===== src/include/mac_fc_defs.svh =====
`ifndef MAC_FC_DEFS_SVH
`define MAC_FC_DEFS_SVH

// ----------------------------------------
// Widths
// ----------------------------------------
`define FC_QUEUES 8
`define FC_REQ_W 16
`define FC_QUANTA_W 16
`define FC_TIMER_W 19

// ----------------------------------------
// Request bit positions
// ----------------------------------------
`define FC_REQ_XON 0
`define FC_REQ_XOFF 1

// ----------------------------------------
// Timing
// ----------------------------------------
`define FC_QUANTA_BIT_TIMES 512
`define FC_DATAPATH_BITS 64
`define FC_CYCLES_PER_QUANTA (`FC_QUANTA_BIT_TIMES / `FC_DATAPATH_BITS)

// ----------------------------------------
// Register map
// ----------------------------------------
`define FC_ADDR_W 4
`define FC_REG_CTRL 4'h0
`define FC_REG_CONFIG 4'h4
`define FC_REG_STATUS 4'h8
`define FC_CONFIG_RESET 2'h3
`define FC_CFG_PIN_PAUSE_EN 0
`define FC_CFG_PIN_PFC_EN 1
`define FC_STAT_TX_HOLD 8
`define FC_STAT_SRC_LSB 16

`endif


===== src/include/mac_fc_pkg.sv =====
`include "mac_fc_defs.svh"

package mac_fc_pkg;

   typedef logic [`FC_QUANTA_W-1:0] quanta_type;
   typedef logic [`FC_QUEUES-1:0] queue_mask_type;
   typedef logic [`FC_REQ_W-1:0] pfc_req_type;
   typedef logic [1:0] pause_req_type;
   typedef enum logic [1:0] {SRC_NONE, SRC_REG, SRC_PIN} pause_src_type;

endpackage


===== src/include/mac_fc_if.sv =====
`timescale 1ns/1ps

interface mac_fc_if;
   import mac_fc_pkg::*;

   pause_req_type pause_request_bits;
   pfc_req_type tx_priority_request_bits;
   quanta_type tx_pause_duration;
   logic tx_pause_duration_valid;
   queue_mask_type rx_priority_pause_flags;

   modport device (
      input pause_request_bits,
      input tx_priority_request_bits,
      input tx_pause_duration,
      input tx_pause_duration_valid,
      output rx_priority_pause_flags
   );

   modport client (
      output pause_request_bits,
      output tx_priority_request_bits,
      output tx_pause_duration,
      output tx_pause_duration_valid,
      input rx_priority_pause_flags
   );

endinterface


===== src/hw/mac_fc_device.sv =====
`timescale 1ns/1ps


`include "mac_fc_defs.svh"

module mac_fc_device
   import mac_fc_pkg::*;
#(
   parameter bit PFC_ENABLE = 1'b1,
   parameter bit TX_ONLY = 1'b0
)
(
   input wire logic i_sys_clk,
   input wire logic i_rst_b,
   input wire logic i_ce,
   mac_fc_if.device fc,
   input wire logic [`FC_ADDR_W-1:0] i_addr,
   input wire logic [31:0] i_wr_data,
   input wire logic i_wr,
   input wire logic i_rd,
   output logic [31:0] o_rd_data,
   input wire logic i_rx_pfc_frame,
   input wire queue_mask_type i_rx_quanta_en,
   input wire logic [`FC_QUEUES*`FC_QUANTA_W-1:0] i_rx_quanta,
   output logic o_pause_xon_gen,
   output logic o_pause_xoff_gen,
   output queue_mask_type o_pfc_xon_gen,
   output queue_mask_type o_pfc_xoff_gen,
   output logic o_tx_pause_hold,
   output quanta_type o_tx_pause_quanta
);

   logic [1:0] config_bits;
   pause_req_type sw_cmd;
   pause_req_type pin_cmd;
   pause_req_type next_cmd;
   pause_src_type next_src;
   pause_src_type last_src;
   queue_mask_type rx_flags;
   queue_mask_type next_pfc_xon;
   queue_mask_type next_pfc_xoff;
   logic tx_hold;
   logic tx_load;

   // ----------------------------------------
   // Register writes
   // ----------------------------------------
   // Control register is a one-shot command, it never holds a level
   always_comb
   begin
      sw_cmd = '0;
      if (i_wr && i_addr == `FC_REG_CTRL)
      begin
         sw_cmd = i_wr_data[1:0];
      end
   end

   always_ff @(posedge i_sys_clk or negedge i_rst_b)
   begin
      if (!i_rst_b)
      begin
         config_bits <= `FC_CONFIG_RESET;
      end
      else if (i_ce && i_wr && i_addr == `FC_REG_CONFIG)
      begin
         config_bits <= i_wr_data[1:0];
      end
   end

   // ----------------------------------------
   // Standard pause arbitration
   // ----------------------------------------
   // Both bits together is contradictory, so nothing is sent
   always_comb
   begin
      pin_cmd = '0;
      if (config_bits[`FC_CFG_PIN_PAUSE_EN])
      begin
         pin_cmd = fc.pause_request_bits;
      end
      next_cmd = '0;
      next_src = SRC_NONE;
      if (sw_cmd != '0)
      begin
         next_cmd = sw_cmd;
         next_src = SRC_REG;
      end
      else if (pin_cmd != '0)
      begin
         next_cmd = pin_cmd;
         next_src = SRC_PIN;
      end
      if (next_cmd == 2'h3)
      begin
         next_cmd = '0;
      end
   end

   always_ff @(posedge i_sys_clk or negedge i_rst_b)
   begin
      if (!i_rst_b)
      begin
         o_pause_xon_gen <= 1'b0;
         o_pause_xoff_gen <= 1'b0;
         last_src <= SRC_NONE;
      end
      else if (i_ce)
      begin
         o_pause_xon_gen <= next_cmd[`FC_REQ_XON];
         o_pause_xoff_gen <= next_cmd[`FC_REQ_XOFF];
         if (next_src != SRC_NONE)
         begin
            last_src <= next_src;
         end
      end
   end

   // ----------------------------------------
   // Priority requests
   // ----------------------------------------
   always_comb
   begin
      next_pfc_xon = '0;
      next_pfc_xoff = '0;
      for (int k = 0; k < `FC_QUEUES; k++)
      begin
         if (PFC_ENABLE && config_bits[`FC_CFG_PIN_PFC_EN])
         begin
            next_pfc_xon[k] = fc.tx_priority_request_bits[2*k]
               & ~fc.tx_priority_request_bits[2*k+1];
            next_pfc_xoff[k] = fc.tx_priority_request_bits[2*k+1]
               & ~fc.tx_priority_request_bits[2*k];
         end
      end
   end

   always_ff @(posedge i_sys_clk or negedge i_rst_b)
   begin
      if (!i_rst_b)
      begin
         o_pfc_xon_gen <= '0;
         o_pfc_xoff_gen <= '0;
      end
      else if (i_ce)
      begin
         o_pfc_xon_gen <= next_pfc_xon;
         o_pfc_xoff_gen <= next_pfc_xoff;
      end
   end

   // ----------------------------------------
   // Receive priority pause timers
   // ----------------------------------------
   for (genvar n = 0; n < `FC_QUEUES; n++)
   begin : g_rx_queue
      fc_pause_timer u_timer (
         .i_sys_clk(i_sys_clk),
         .i_rst_b(i_rst_b),
         .i_ce(i_ce),
         .i_load(PFC_ENABLE && i_rx_pfc_frame && i_rx_quanta_en[n]),
         .i_quanta(i_rx_quanta[n*`FC_QUANTA_W +: `FC_QUANTA_W]),
         .o_active(rx_flags[n])
      );
   end

   assign fc.rx_priority_pause_flags = rx_flags;

   // ----------------------------------------
   // Transmit-only pause duration
   // ----------------------------------------
   // Other builds never look at the duration bus at all
   assign tx_load = TX_ONLY && fc.tx_pause_duration_valid;

   fc_pause_timer u_tx_timer (
      .i_sys_clk(i_sys_clk),
      .i_rst_b(i_rst_b),
      .i_ce(i_ce),
      .i_load(tx_load),
      .i_quanta(fc.tx_pause_duration),
      .o_active(tx_hold)
   );

   assign o_tx_pause_hold = tx_hold;

   always_ff @(posedge i_sys_clk or negedge i_rst_b)
   begin
      if (!i_rst_b)
      begin
         o_tx_pause_quanta <= '0;
      end
      else if (i_ce && tx_load)
      begin
         o_tx_pause_quanta <= fc.tx_pause_duration;
      end
   end

   // ----------------------------------------
   // Register reads
   // ----------------------------------------
   always_ff @(posedge i_sys_clk or negedge i_rst_b)
   begin
      if (!i_rst_b)
      begin
         o_rd_data <= 32'h0;
      end
      else if (i_ce)
      begin
         o_rd_data <= 32'h0;
         if (i_rd)
         begin
            unique case (i_addr)
               `FC_REG_CONFIG:
               begin
                  o_rd_data <= {30'h0, config_bits};
               end
               `FC_REG_STATUS:
               begin
                  o_rd_data <= {14'h0, last_src, 7'h0, tx_hold, rx_flags};
               end
               default:
               begin
                  o_rd_data <= 32'h0;
               end
            endcase
         end
      end
   end

endmodule // mac_fc_device


===== src/hw/fc_pause_timer.sv =====
`timescale 1ns/1ps

`include "mac_fc_defs.svh"

module fc_pause_timer
   import mac_fc_pkg::*;
(
   input wire logic i_sys_clk,
   input wire logic i_rst_b,
   input wire logic i_ce,
   input wire logic i_load,
   input wire quanta_type i_quanta,
   output logic o_active
);

   localparam logic [`FC_TIMER_W-1:0] CYC_PER_QUANTA = `FC_TIMER_W'(`FC_CYCLES_PER_QUANTA);

   logic [`FC_TIMER_W-1:0] remaining;
   logic [`FC_TIMER_W-1:0] next_remaining;

   // ----------------------------------------
   // Countdown
   // ----------------------------------------
   // A new load always restarts, so a fresh frame extends or cuts the hold
   always_comb
   begin
      next_remaining = `FC_TIMER_W'(i_quanta) * CYC_PER_QUANTA - `FC_TIMER_W'(1);
   end

   always_ff @(posedge i_sys_clk or negedge i_rst_b)
   begin
      if (!i_rst_b)
      begin
         remaining <= '0;
         o_active <= 1'b0;
      end
      else if (i_ce)
      begin
         if (i_load && i_quanta != '0)
         begin
            remaining <= next_remaining;
            o_active <= 1'b1;
         end
         else if (i_load)
         begin
            remaining <= '0;
            o_active <= 1'b0;
         end
         else if (remaining != '0)
         begin
            remaining <= remaining - `FC_TIMER_W'(1);
         end
         else
         begin
            o_active <= 1'b0;
         end
      end
   end

endmodule // fc_pause_timer


===== src/flat_wrapper.sv =====
// flat-port wrapper written by rule: the top's interface ports become plain ports
module mac_fc_device_flat import mac_fc_pkg::*;
#(
   parameter bit PFC_ENABLE = 1'b1,
   parameter bit TX_ONLY = 1'b0
)
  (i_sys_clk, i_rst_b, i_ce, i_addr, i_wr_data, i_wr, i_rd, o_rd_data, i_rx_pfc_frame, i_rx_quanta_en, i_rx_quanta, o_pause_xon_gen, o_pause_xoff_gen, o_pfc_xon_gen, o_pfc_xoff_gen, o_tx_pause_hold, o_tx_pause_quanta, fc_pause_request_bits, fc_tx_priority_request_bits, fc_tx_pause_duration, fc_tx_pause_duration_valid, fc_rx_priority_pause_flags);
  mac_fc_if fc_i ();
  input wire logic i_sys_clk;
  input wire logic i_rst_b;
  input wire logic i_ce;
  input wire logic [`FC_ADDR_W-1:0] i_addr;
  input wire logic [31:0] i_wr_data;
  input wire logic i_wr;
  input wire logic i_rd;
  output logic [31:0] o_rd_data;
  input wire logic i_rx_pfc_frame;
  input wire queue_mask_type i_rx_quanta_en;
  input wire logic [`FC_QUEUES*`FC_QUANTA_W-1:0] i_rx_quanta;
  output logic o_pause_xon_gen;
  output logic o_pause_xoff_gen;
  output queue_mask_type o_pfc_xon_gen;
  output queue_mask_type o_pfc_xoff_gen;
  output logic o_tx_pause_hold;
  output quanta_type o_tx_pause_quanta;
  input wire logic [$bits(fc_i.pause_request_bits)-1:0] fc_pause_request_bits;
  input wire logic [$bits(fc_i.tx_priority_request_bits)-1:0] fc_tx_priority_request_bits;
  input wire logic [$bits(fc_i.tx_pause_duration)-1:0] fc_tx_pause_duration;
  input wire logic [$bits(fc_i.tx_pause_duration_valid)-1:0] fc_tx_pause_duration_valid;
  output wire logic [$bits(fc_i.rx_priority_pause_flags)-1:0] fc_rx_priority_pause_flags;
  assign fc_i.pause_request_bits = fc_pause_request_bits;
  assign fc_i.tx_priority_request_bits = fc_tx_priority_request_bits;
  assign fc_i.tx_pause_duration = fc_tx_pause_duration;
  assign fc_i.tx_pause_duration_valid = fc_tx_pause_duration_valid;
  assign fc_rx_priority_pause_flags = fc_i.rx_priority_pause_flags;
  mac_fc_device #(.PFC_ENABLE(PFC_ENABLE), .TX_ONLY(TX_ONLY)) u_core (.i_sys_clk(i_sys_clk), .i_rst_b(i_rst_b), .i_ce(i_ce), .fc(fc_i), .i_addr(i_addr), .i_wr_data(i_wr_data), .i_wr(i_wr), .i_rd(i_rd), .o_rd_data(o_rd_data), .i_rx_pfc_frame(i_rx_pfc_frame), .i_rx_quanta_en(i_rx_quanta_en), .i_rx_quanta(i_rx_quanta), .o_pause_xon_gen(o_pause_xon_gen), .o_pause_xoff_gen(o_pause_xoff_gen), .o_pfc_xon_gen(o_pfc_xon_gen), .o_pfc_xoff_gen(o_pfc_xoff_gen), .o_tx_pause_hold(o_tx_pause_hold), .o_tx_pause_quanta(o_tx_pause_quanta));
endmodule

===== config.mk =====
export PLATFORM = sky130hd
export DESIGN_NAME = mac_fc_device_flat
export DESIGN_NICKNAME = d
export VERILOG_FILES = /design/src/include/mac_fc_pkg.sv /design/src/include/mac_fc_if.sv /design/src/hw/mac_fc_device.sv /design/src/hw/fc_pause_timer.sv /design/src/flat_wrapper.sv
export VERILOG_INCLUDE_DIRS = /design/src /design/src/include
export SDC_FILE = /design/constraint.sdc
export NUM_CORES = 1
export LEC_CHECK = 0
export ABC_AREA = 1
export BUFFER_PORTS_ARGS = -buffer_cell sky130_fd_sc_hd__buf_4
export CAP_MARGIN = 5
export CORE_MARGIN = 1.5
export CORE_UTILIZATION = 62
export CTS_CLUSTER_DIAMETER = 100
export DETAILED_ROUTE_END_ITERATION = 7
export PLACE_DENSITY = 0.87
export SLEW_MARGIN = 20
export SYNTH_ARGS = -nofsm -noshare
export SYNTH_HDL_FRONTEND = slang
export SYNTH_SLANG_ARGS = --single-unit

===== constraint.sdc =====
create_clock -name i_sys_clk -period 4.3 [get_ports i_sys_clk]
set_input_delay 0.43 -clock i_sys_clk [delete_from_list [all_inputs] [get_ports i_sys_clk]]
set_output_delay 0.43 -clock i_sys_clk [all_outputs]
set_load 0.05 [all_outputs]

Word-level counts from Yosys, hierarchy flattened:

Cells that the tools add are included.

* output and inout port bits: 75
* input bits: 213
* logic and storage cells: 219
* register bits after elaboration: 214

* bitwise gates (word level): 32
* add/subtract/negate cells: 16
* muxes and demuxes: 73
* reductions and logical operators: 64
* eq/ne operators: 11

Operator list (count)
* 19-bit two-way mux: 24
* 19-bit by 1-bit subtractor with 19-bit output, second input constant: 16
* 19-bit nonzero test: 8
* 16-bit nonzero test: 8
* 1-bit two-way mux: 40
* 18-bit case mux with 2 select lines: 1
* 2-bit AND reduction: 17
* 32-bit two-way mux: 1
* 3-bit inequality test, second input constant: 8
* 3-bit nonzero test: 8
* 1-bit logical AND: 19
* 1-bit bitwise AND: 16
* 1-bit inverter: 16
* 2-bit two-way mux: 7
* 2-bit nonzero test: 3
* 4-bit by 3-bit == test with 1-bit output, second input constant: 1
* 4-bit == test, second input constant: 1
* 4-bit logical NOT: 1
* 2-bit == test, second input constant: 1

Depth between registers and ports, before layout:

* word-level depth: 7
* gate-level depth with buffers: 12
* gate-level depth less buffers: 12

Modules after synthesis:

From an unflattened synthesis, not the netlist that was laid out.

* cells, all modules: 3047
* area total of the unflattened synthesis: 19079.5 sq um

By module, submodules not included
* fc_pause_timer (u_core.g_rx_queue[0].u_timer ...): sequential area each 500.5 sq um, times used 7, cells each 314, area an instance 1925.6 sq um
* fc_pause_timer (u_core.g_rx_queue[7].u_timer ...): sequential area each 500.5 sq um, times used 2, cells each 313, area an instance 1895.6 sq um
* mac_fc_device: sequential area each 828.3 sq um, times used 1, cells each 223, area an instance 1809.2 sq um

Worst setup path before layout:

No wires, ideal clock.

* path type: input port to flip-flop
* start: in i_rx_quanta[80]
* end: reg u_core.g_rx_queue[5].u_timer.remaining[15]
* setup slack: 2620 ps
* library setup time: 117 ps
* arrival: 1563 ps
* required time: 4183 ps
* cell stages on the path: 12
* path buffers: 1
* path through: inv_1 -> ha_1 -> nand2_1 -> nor2_1 -> nand2_1 -> nand2_2 -> inv_2 -> buf_2 -> nand2_1 -> o21ai_1 -> nand2_1 -> nand2_1

* cells in the longest elaborated chain, start to end: 4
* elaborated cells on any way between the ends: 6
* those cells by class: 1 x add/sub; 1 x mux; 4 x reduce/logical

Ends and longest elaborated chain
* from (decl): RTL line flat_wrapper.sv:19 `` input wire logic [`FC_QUEUES*`FC_QUANTA_W-1:0] i_rx_quanta; ``
* parallel branches: the longest is 4 deep, another holds 19-bit by 1-bit subtractor with 19-bit output
* to (signal assigned): RTL line fc_pause_timer.sv:41 `remaining <= next_remaining;`
* to (signal assigned): RTL line fc_pause_timer.sv:51 `` remaining <= remaining - `FC_TIMER_W'(1); ``
* to (decl): RTL line fc_pause_timer.sv:18 `` logic [`FC_TIMER_W-1:0] remaining; ``

Parallel ways; which one is timed is not known.
A chain may end at the register's enable or synchronous reset.

Final worst setup path:

* start: reg u_core.g_rx_queue[3].u_timer.remaining[0]
* end: reg u_core.g_rx_queue[3].u_timer.remaining[8]

* cells in the longest elaborated chain, start to end: 4
* elaborated cells on any way between the ends: 7
* those cells by class: 1 x add/sub; 3 x mux; 3 x reduce/logical

Ends and longest elaborated chain
* from (decl): RTL line fc_pause_timer.sv:18
* from (signal assigned): RTL line fc_pause_timer.sv:41
* from (signal assigned): RTL line fc_pause_timer.sv:51
* 19-bit by 1-bit subtractor with 19-bit output: RTL line fc_pause_timer.sv:51
* 19-bit two-way mux: RTL line fc_pause_timer.sv:49 `else if (remaining != '0)`
* 19-bit two-way mux: RTL line fc_pause_timer.sv:44 `else if (i_load)`
* 19-bit two-way mux: RTL line fc_pause_timer.sv:39 `if (i_load && i_quanta != '0)`

Parallel ways exist; a longest one is shown, timed or not. The select of a mux whose other input is x is not followed.

==> flow_summary_export.csv <==
group,metric,value,unit
run_status,outcome,"completed",
worst_setup_path,endpoint_kind,"register",
finish,drive_gt1_share,11.8,%
finish,area_delta_synth_final,12.7,%
global_routing,gr-total-overflow,0,
synth,ys_seq_area_share,29.8,%
power_and_ir_drop,p_clk_share,25.0,%
floorplan,start_util,63.7,%
power_and_ir_drop,worst_ir_drop_vdd,0.000232,V
synth,synth_top_area_share,29.5,%
synth,netlist-cell-type-count,45,
detailed_routing,drtPass1Iterations,6,
synth,netlist_top_cells_area,"dfrtp_1, nand2_1, nor2_1, nand3_1, inv_1",
clock_network,cts_hold_buf,0,
synth,synthArstFlopShare,100,%
synth,syn_area,16100,um2
power_and_ir_drop,p_switching,0.00265,W
detailed_routing,vias_per_cell,5.44,
floorplan,fp.dieW,164,um
power_and_ir_drop,internal_power,0.00376,W
global_routing,grt.busiest_layer,"met2",
sta,timing.fmax,0.436,GHz
sta,relSlewSlack,39.0,%
sta,rsz0062_at_grt,"no",
finish,fin_cells,3207,
floorplan,die_y,164,um
floorplan,die_area,27000,um2
synth,synth_edf_count,0,
power_and_ir_drop,p_leak,9.71,nW
finish,final_util,71.8,%
floorplan,rows,58,
finish,nets,3093,
finish,nFillCells,2208,
synth,syn_area_per_cell,5.98,um2
detailed_routing,vias,17400,
sta,skew,0.0171,ns
clock_network,cts-buffers-inserted,17,
global_routing,grt_max_degree,107,
worst_setup_path,worstPathRequired,4.61,ns
sta,tightest_slew,0.916,ns
global_routing,grt_use_total,32.8,%
synth,ys.flop_type,"dfrtp_1",
worst_setup_path,reg2reg_depth,9,
detailed_routing,ant_nets,0,
worst_setup_path,cp-start-kind,"register",
global_routing,use_met1,43.6,%
global_routing,grtUsageMet2,54.8,%
finish,diodes,0,
synth,synth_cells,2698,
power_and_ir_drop,swShare,41.3,%
placed_design,dp.cells,3175,
worst_hold_path,hold_path_class,"in2async",
floorplan,core-area,25300,um2
worst_setup_path,arrival,2.60,ns
clock_network,root_buffer,"clkbuf_16",
global_routing,antenna_found_initial,0,
run,max-cap-violations,0,
sta,min_period_over_period,53.3,%
sta,setup_viol,0,
power_and_ir_drop,powerDensity,352,nW/um2
power_and_ir_drop,power.total,0.00640,W
clock_network,clk-insertion-delay-late,0.45,ns
global_routing,met3_usage,4.49,%
global_routing,grt_pass1_vias,15900,
placed_design,place_hpwl,32800,um
power_and_ir_drop,p_comb_share,36.5,%
clock_network,cts.sinks,192,
sta,slew_viol_final,0,
detailed_routing,drc,0,
sta,fin_tns_setup,0,ns
global_routing,grt_pass1_wl,72300,um
clock_network,postCtsSetupRepairBufs,0,
synth,ys_warn_count,0,
synth,ys_seq_elements,192,
worst_setup_path,critPathMaxFanout,27,
detailed_routing,wl,43900,um
worst_setup_path,crit_type,"reg2reg",
clock_network,cts_tree,"built",
placed_design,gp_congestion,0.934,
placed_design,io_buffer_count,201,
synth,yosys.area.top_type,"dfrtp_1",
floorplan,num_io_pins,288,
power_and_ir_drop,p_seq_share,38.5,%
sta,hold_slack,0.0976,ns
detailed_routing,drt_iter0_markers,1580,
clock_network,clkTransAtPathRegs,0.07,ns
clock_network,cts_max_level,4,
sta,hold_viol,0,
clock_network,cts_resized,0,
clock_network,clockBufferDepth,2,
detailed_routing,avgRoutedWirePerCell,13.7,um
sta,fin_crit,2.29,ns
[cell usage after synthesis (24+ instances only)]
cell / n
nand2_1: 1022
nor2_1: 380
inv_1: 268
nand3_1: 261
dfrtp_1: 190
o21ai_0: 138
buf_4: 51
o21ai_1: 51
xor2_1: 33
nor2_2: 25
nand2_2: 24
nand4_1: 24
xnor2_1: 24
[worst paths after layout]
| path | endpoint | slack (ns) | startpoint |
|---|---|---|---|
| setup reg to reg | u_core.g_rx_queue[3].u_timer.remaining[8] | 2.01 | u_core.g_rx_queue[3].u_timer.remaining[0] |
| min in group i_sys_clk | u_core.o_pfc_xoff_gen[0] | 0.16 | fc_tx_priority_request_bits[0] |
| max in group asynchronous | u_core.g_rx_queue[1].u_timer.remaining[10] | 3.26 | i_rst_b |
| setup / recovery | u_core.g_rx_queue[3].u_timer.remaining[8] | 2.01 | u_core.g_rx_queue[3].u_timer.remaining[0] |
| hold / removal | u_core.g_rx_queue[7].u_timer.remaining[5] | 0.1 | i_rst_b |
| hold reg to reg | u_core.o_pause_xoff_gen | 0.49 | u_core.o_pause_xoff_gen |
[metrics by stage]
stage / setup slack, ns / cell area [um2]
6_report: 2.01 / 18200
3_5_place_dp: 1.66 / 17600
2_1_floorplan: 2.62 / 16300
4_1_cts: 2.09 / 18200
3_3_place_gp: 1.65 / 17600
5_1_grt: 1.80 / 18200
[registers in the layout (all words and copies together) (netlist names)]
register,count
u_core.g_rx_queue.u_timer.remaining,152
u_core.o_rd_data,10
u_core.o_pfc_xon_gen,8
u_core.last_src,2
u_core.o_pfc_xoff_gen,8
u_core.o_pause_xoff_gen,1
u_core.config_bits,2
u_core.g_rx_queue.u_timer.o_active,8
u_core.o_pause_xon_gen,1
[critical path, cell delays in order, from the launching register on]
cell and delay, ns:
dfrtp_1 0.38, inv_1 0.10, ha_1 0.25, nand2_1 0.14, nor2_2 0.23, nand4_1 0.12, nand2_1 0.37, inv_2 0.32
nand2_1 0.17, o21ai_1 0.08
[power by group through the flow]
stage / Clock (W) / Sequential [W] / Combinational (W)
6_report: 0.00160 / 0.00246 / 0.00234
5_1_grt: 0.00169 / 0.00250 / 0.00265
4_1_cts: 0.00162 / 0.00245 / 0.00232
3_5_place_dp: 0 / 0.00248 / 0.00230
3_3_place_gp: 0 / 0.00247 / 0.00221
2_1_floorplan: 0 / 0.00244 / 0.00173
[metal layers]
metal | wire length [um] | vias up | part of all wire [%]
met1 | 19200 | 7916 | 44
met5 | 0 | - | 0
li1 | - | 8764 | -
met4 | 1060 | 0 | 2.4
met2 | 20700 | 683 | 47
met3 | 3010 | 84 | 6.8
[layout make-up]
type | count | area (um2) | area share (%)
multi-input combinational | 2161 | 9730 | 53.5
sequential | 192 | 4810 | 26.4
timing repair buffer | 207 | 1570 | 8.65
inverter | 285 | 1070 | 5.91
clock buffer | 20 | 457 | 2.51
tap | 330 | 413 | 2.27
clock inverter | 12 | 123 | 0.675
[cells by family (layout without fill, tap and decap cells)]
| logic type | count (synthesis) | after routing | synth area share, % |
|---|---|---|---|
| and+or+nand+nor | 1791 | 1791 | 46.2 |
| buffers and inverters | 383 | 524 | 10.7 |
| DFF | 192 | 192 | 29.8 |
| xor gates and xnor gates | 57 | 57 | 3.10 |
| other | 1 | 39 | 0.0233 |
| AOI/OAI and AO/OA | 258 | 258 | 8.91 |
| adders and majority gates | 16 | 16 | 1.24 |
[placed cells by master (no fill, tap or decap), types with 16 or more instances in the layout]
cell	instances
nand2_1	1022
nor2_1	380
inv_1	268
nand3_1	261
buf_4	205
dfrtp_1	190
o21ai_0	138
o21ai_1	51
conb_1	39
xor2_1	33
nor2_2	25
nand4_1	24
nand2_2	24
xnor2_1	24
a21oi_1	23
nand3b_1	22
o21ai_2	17
clkbuf_16	17
ha_1	16
Power figures use the tool's default switching activity.
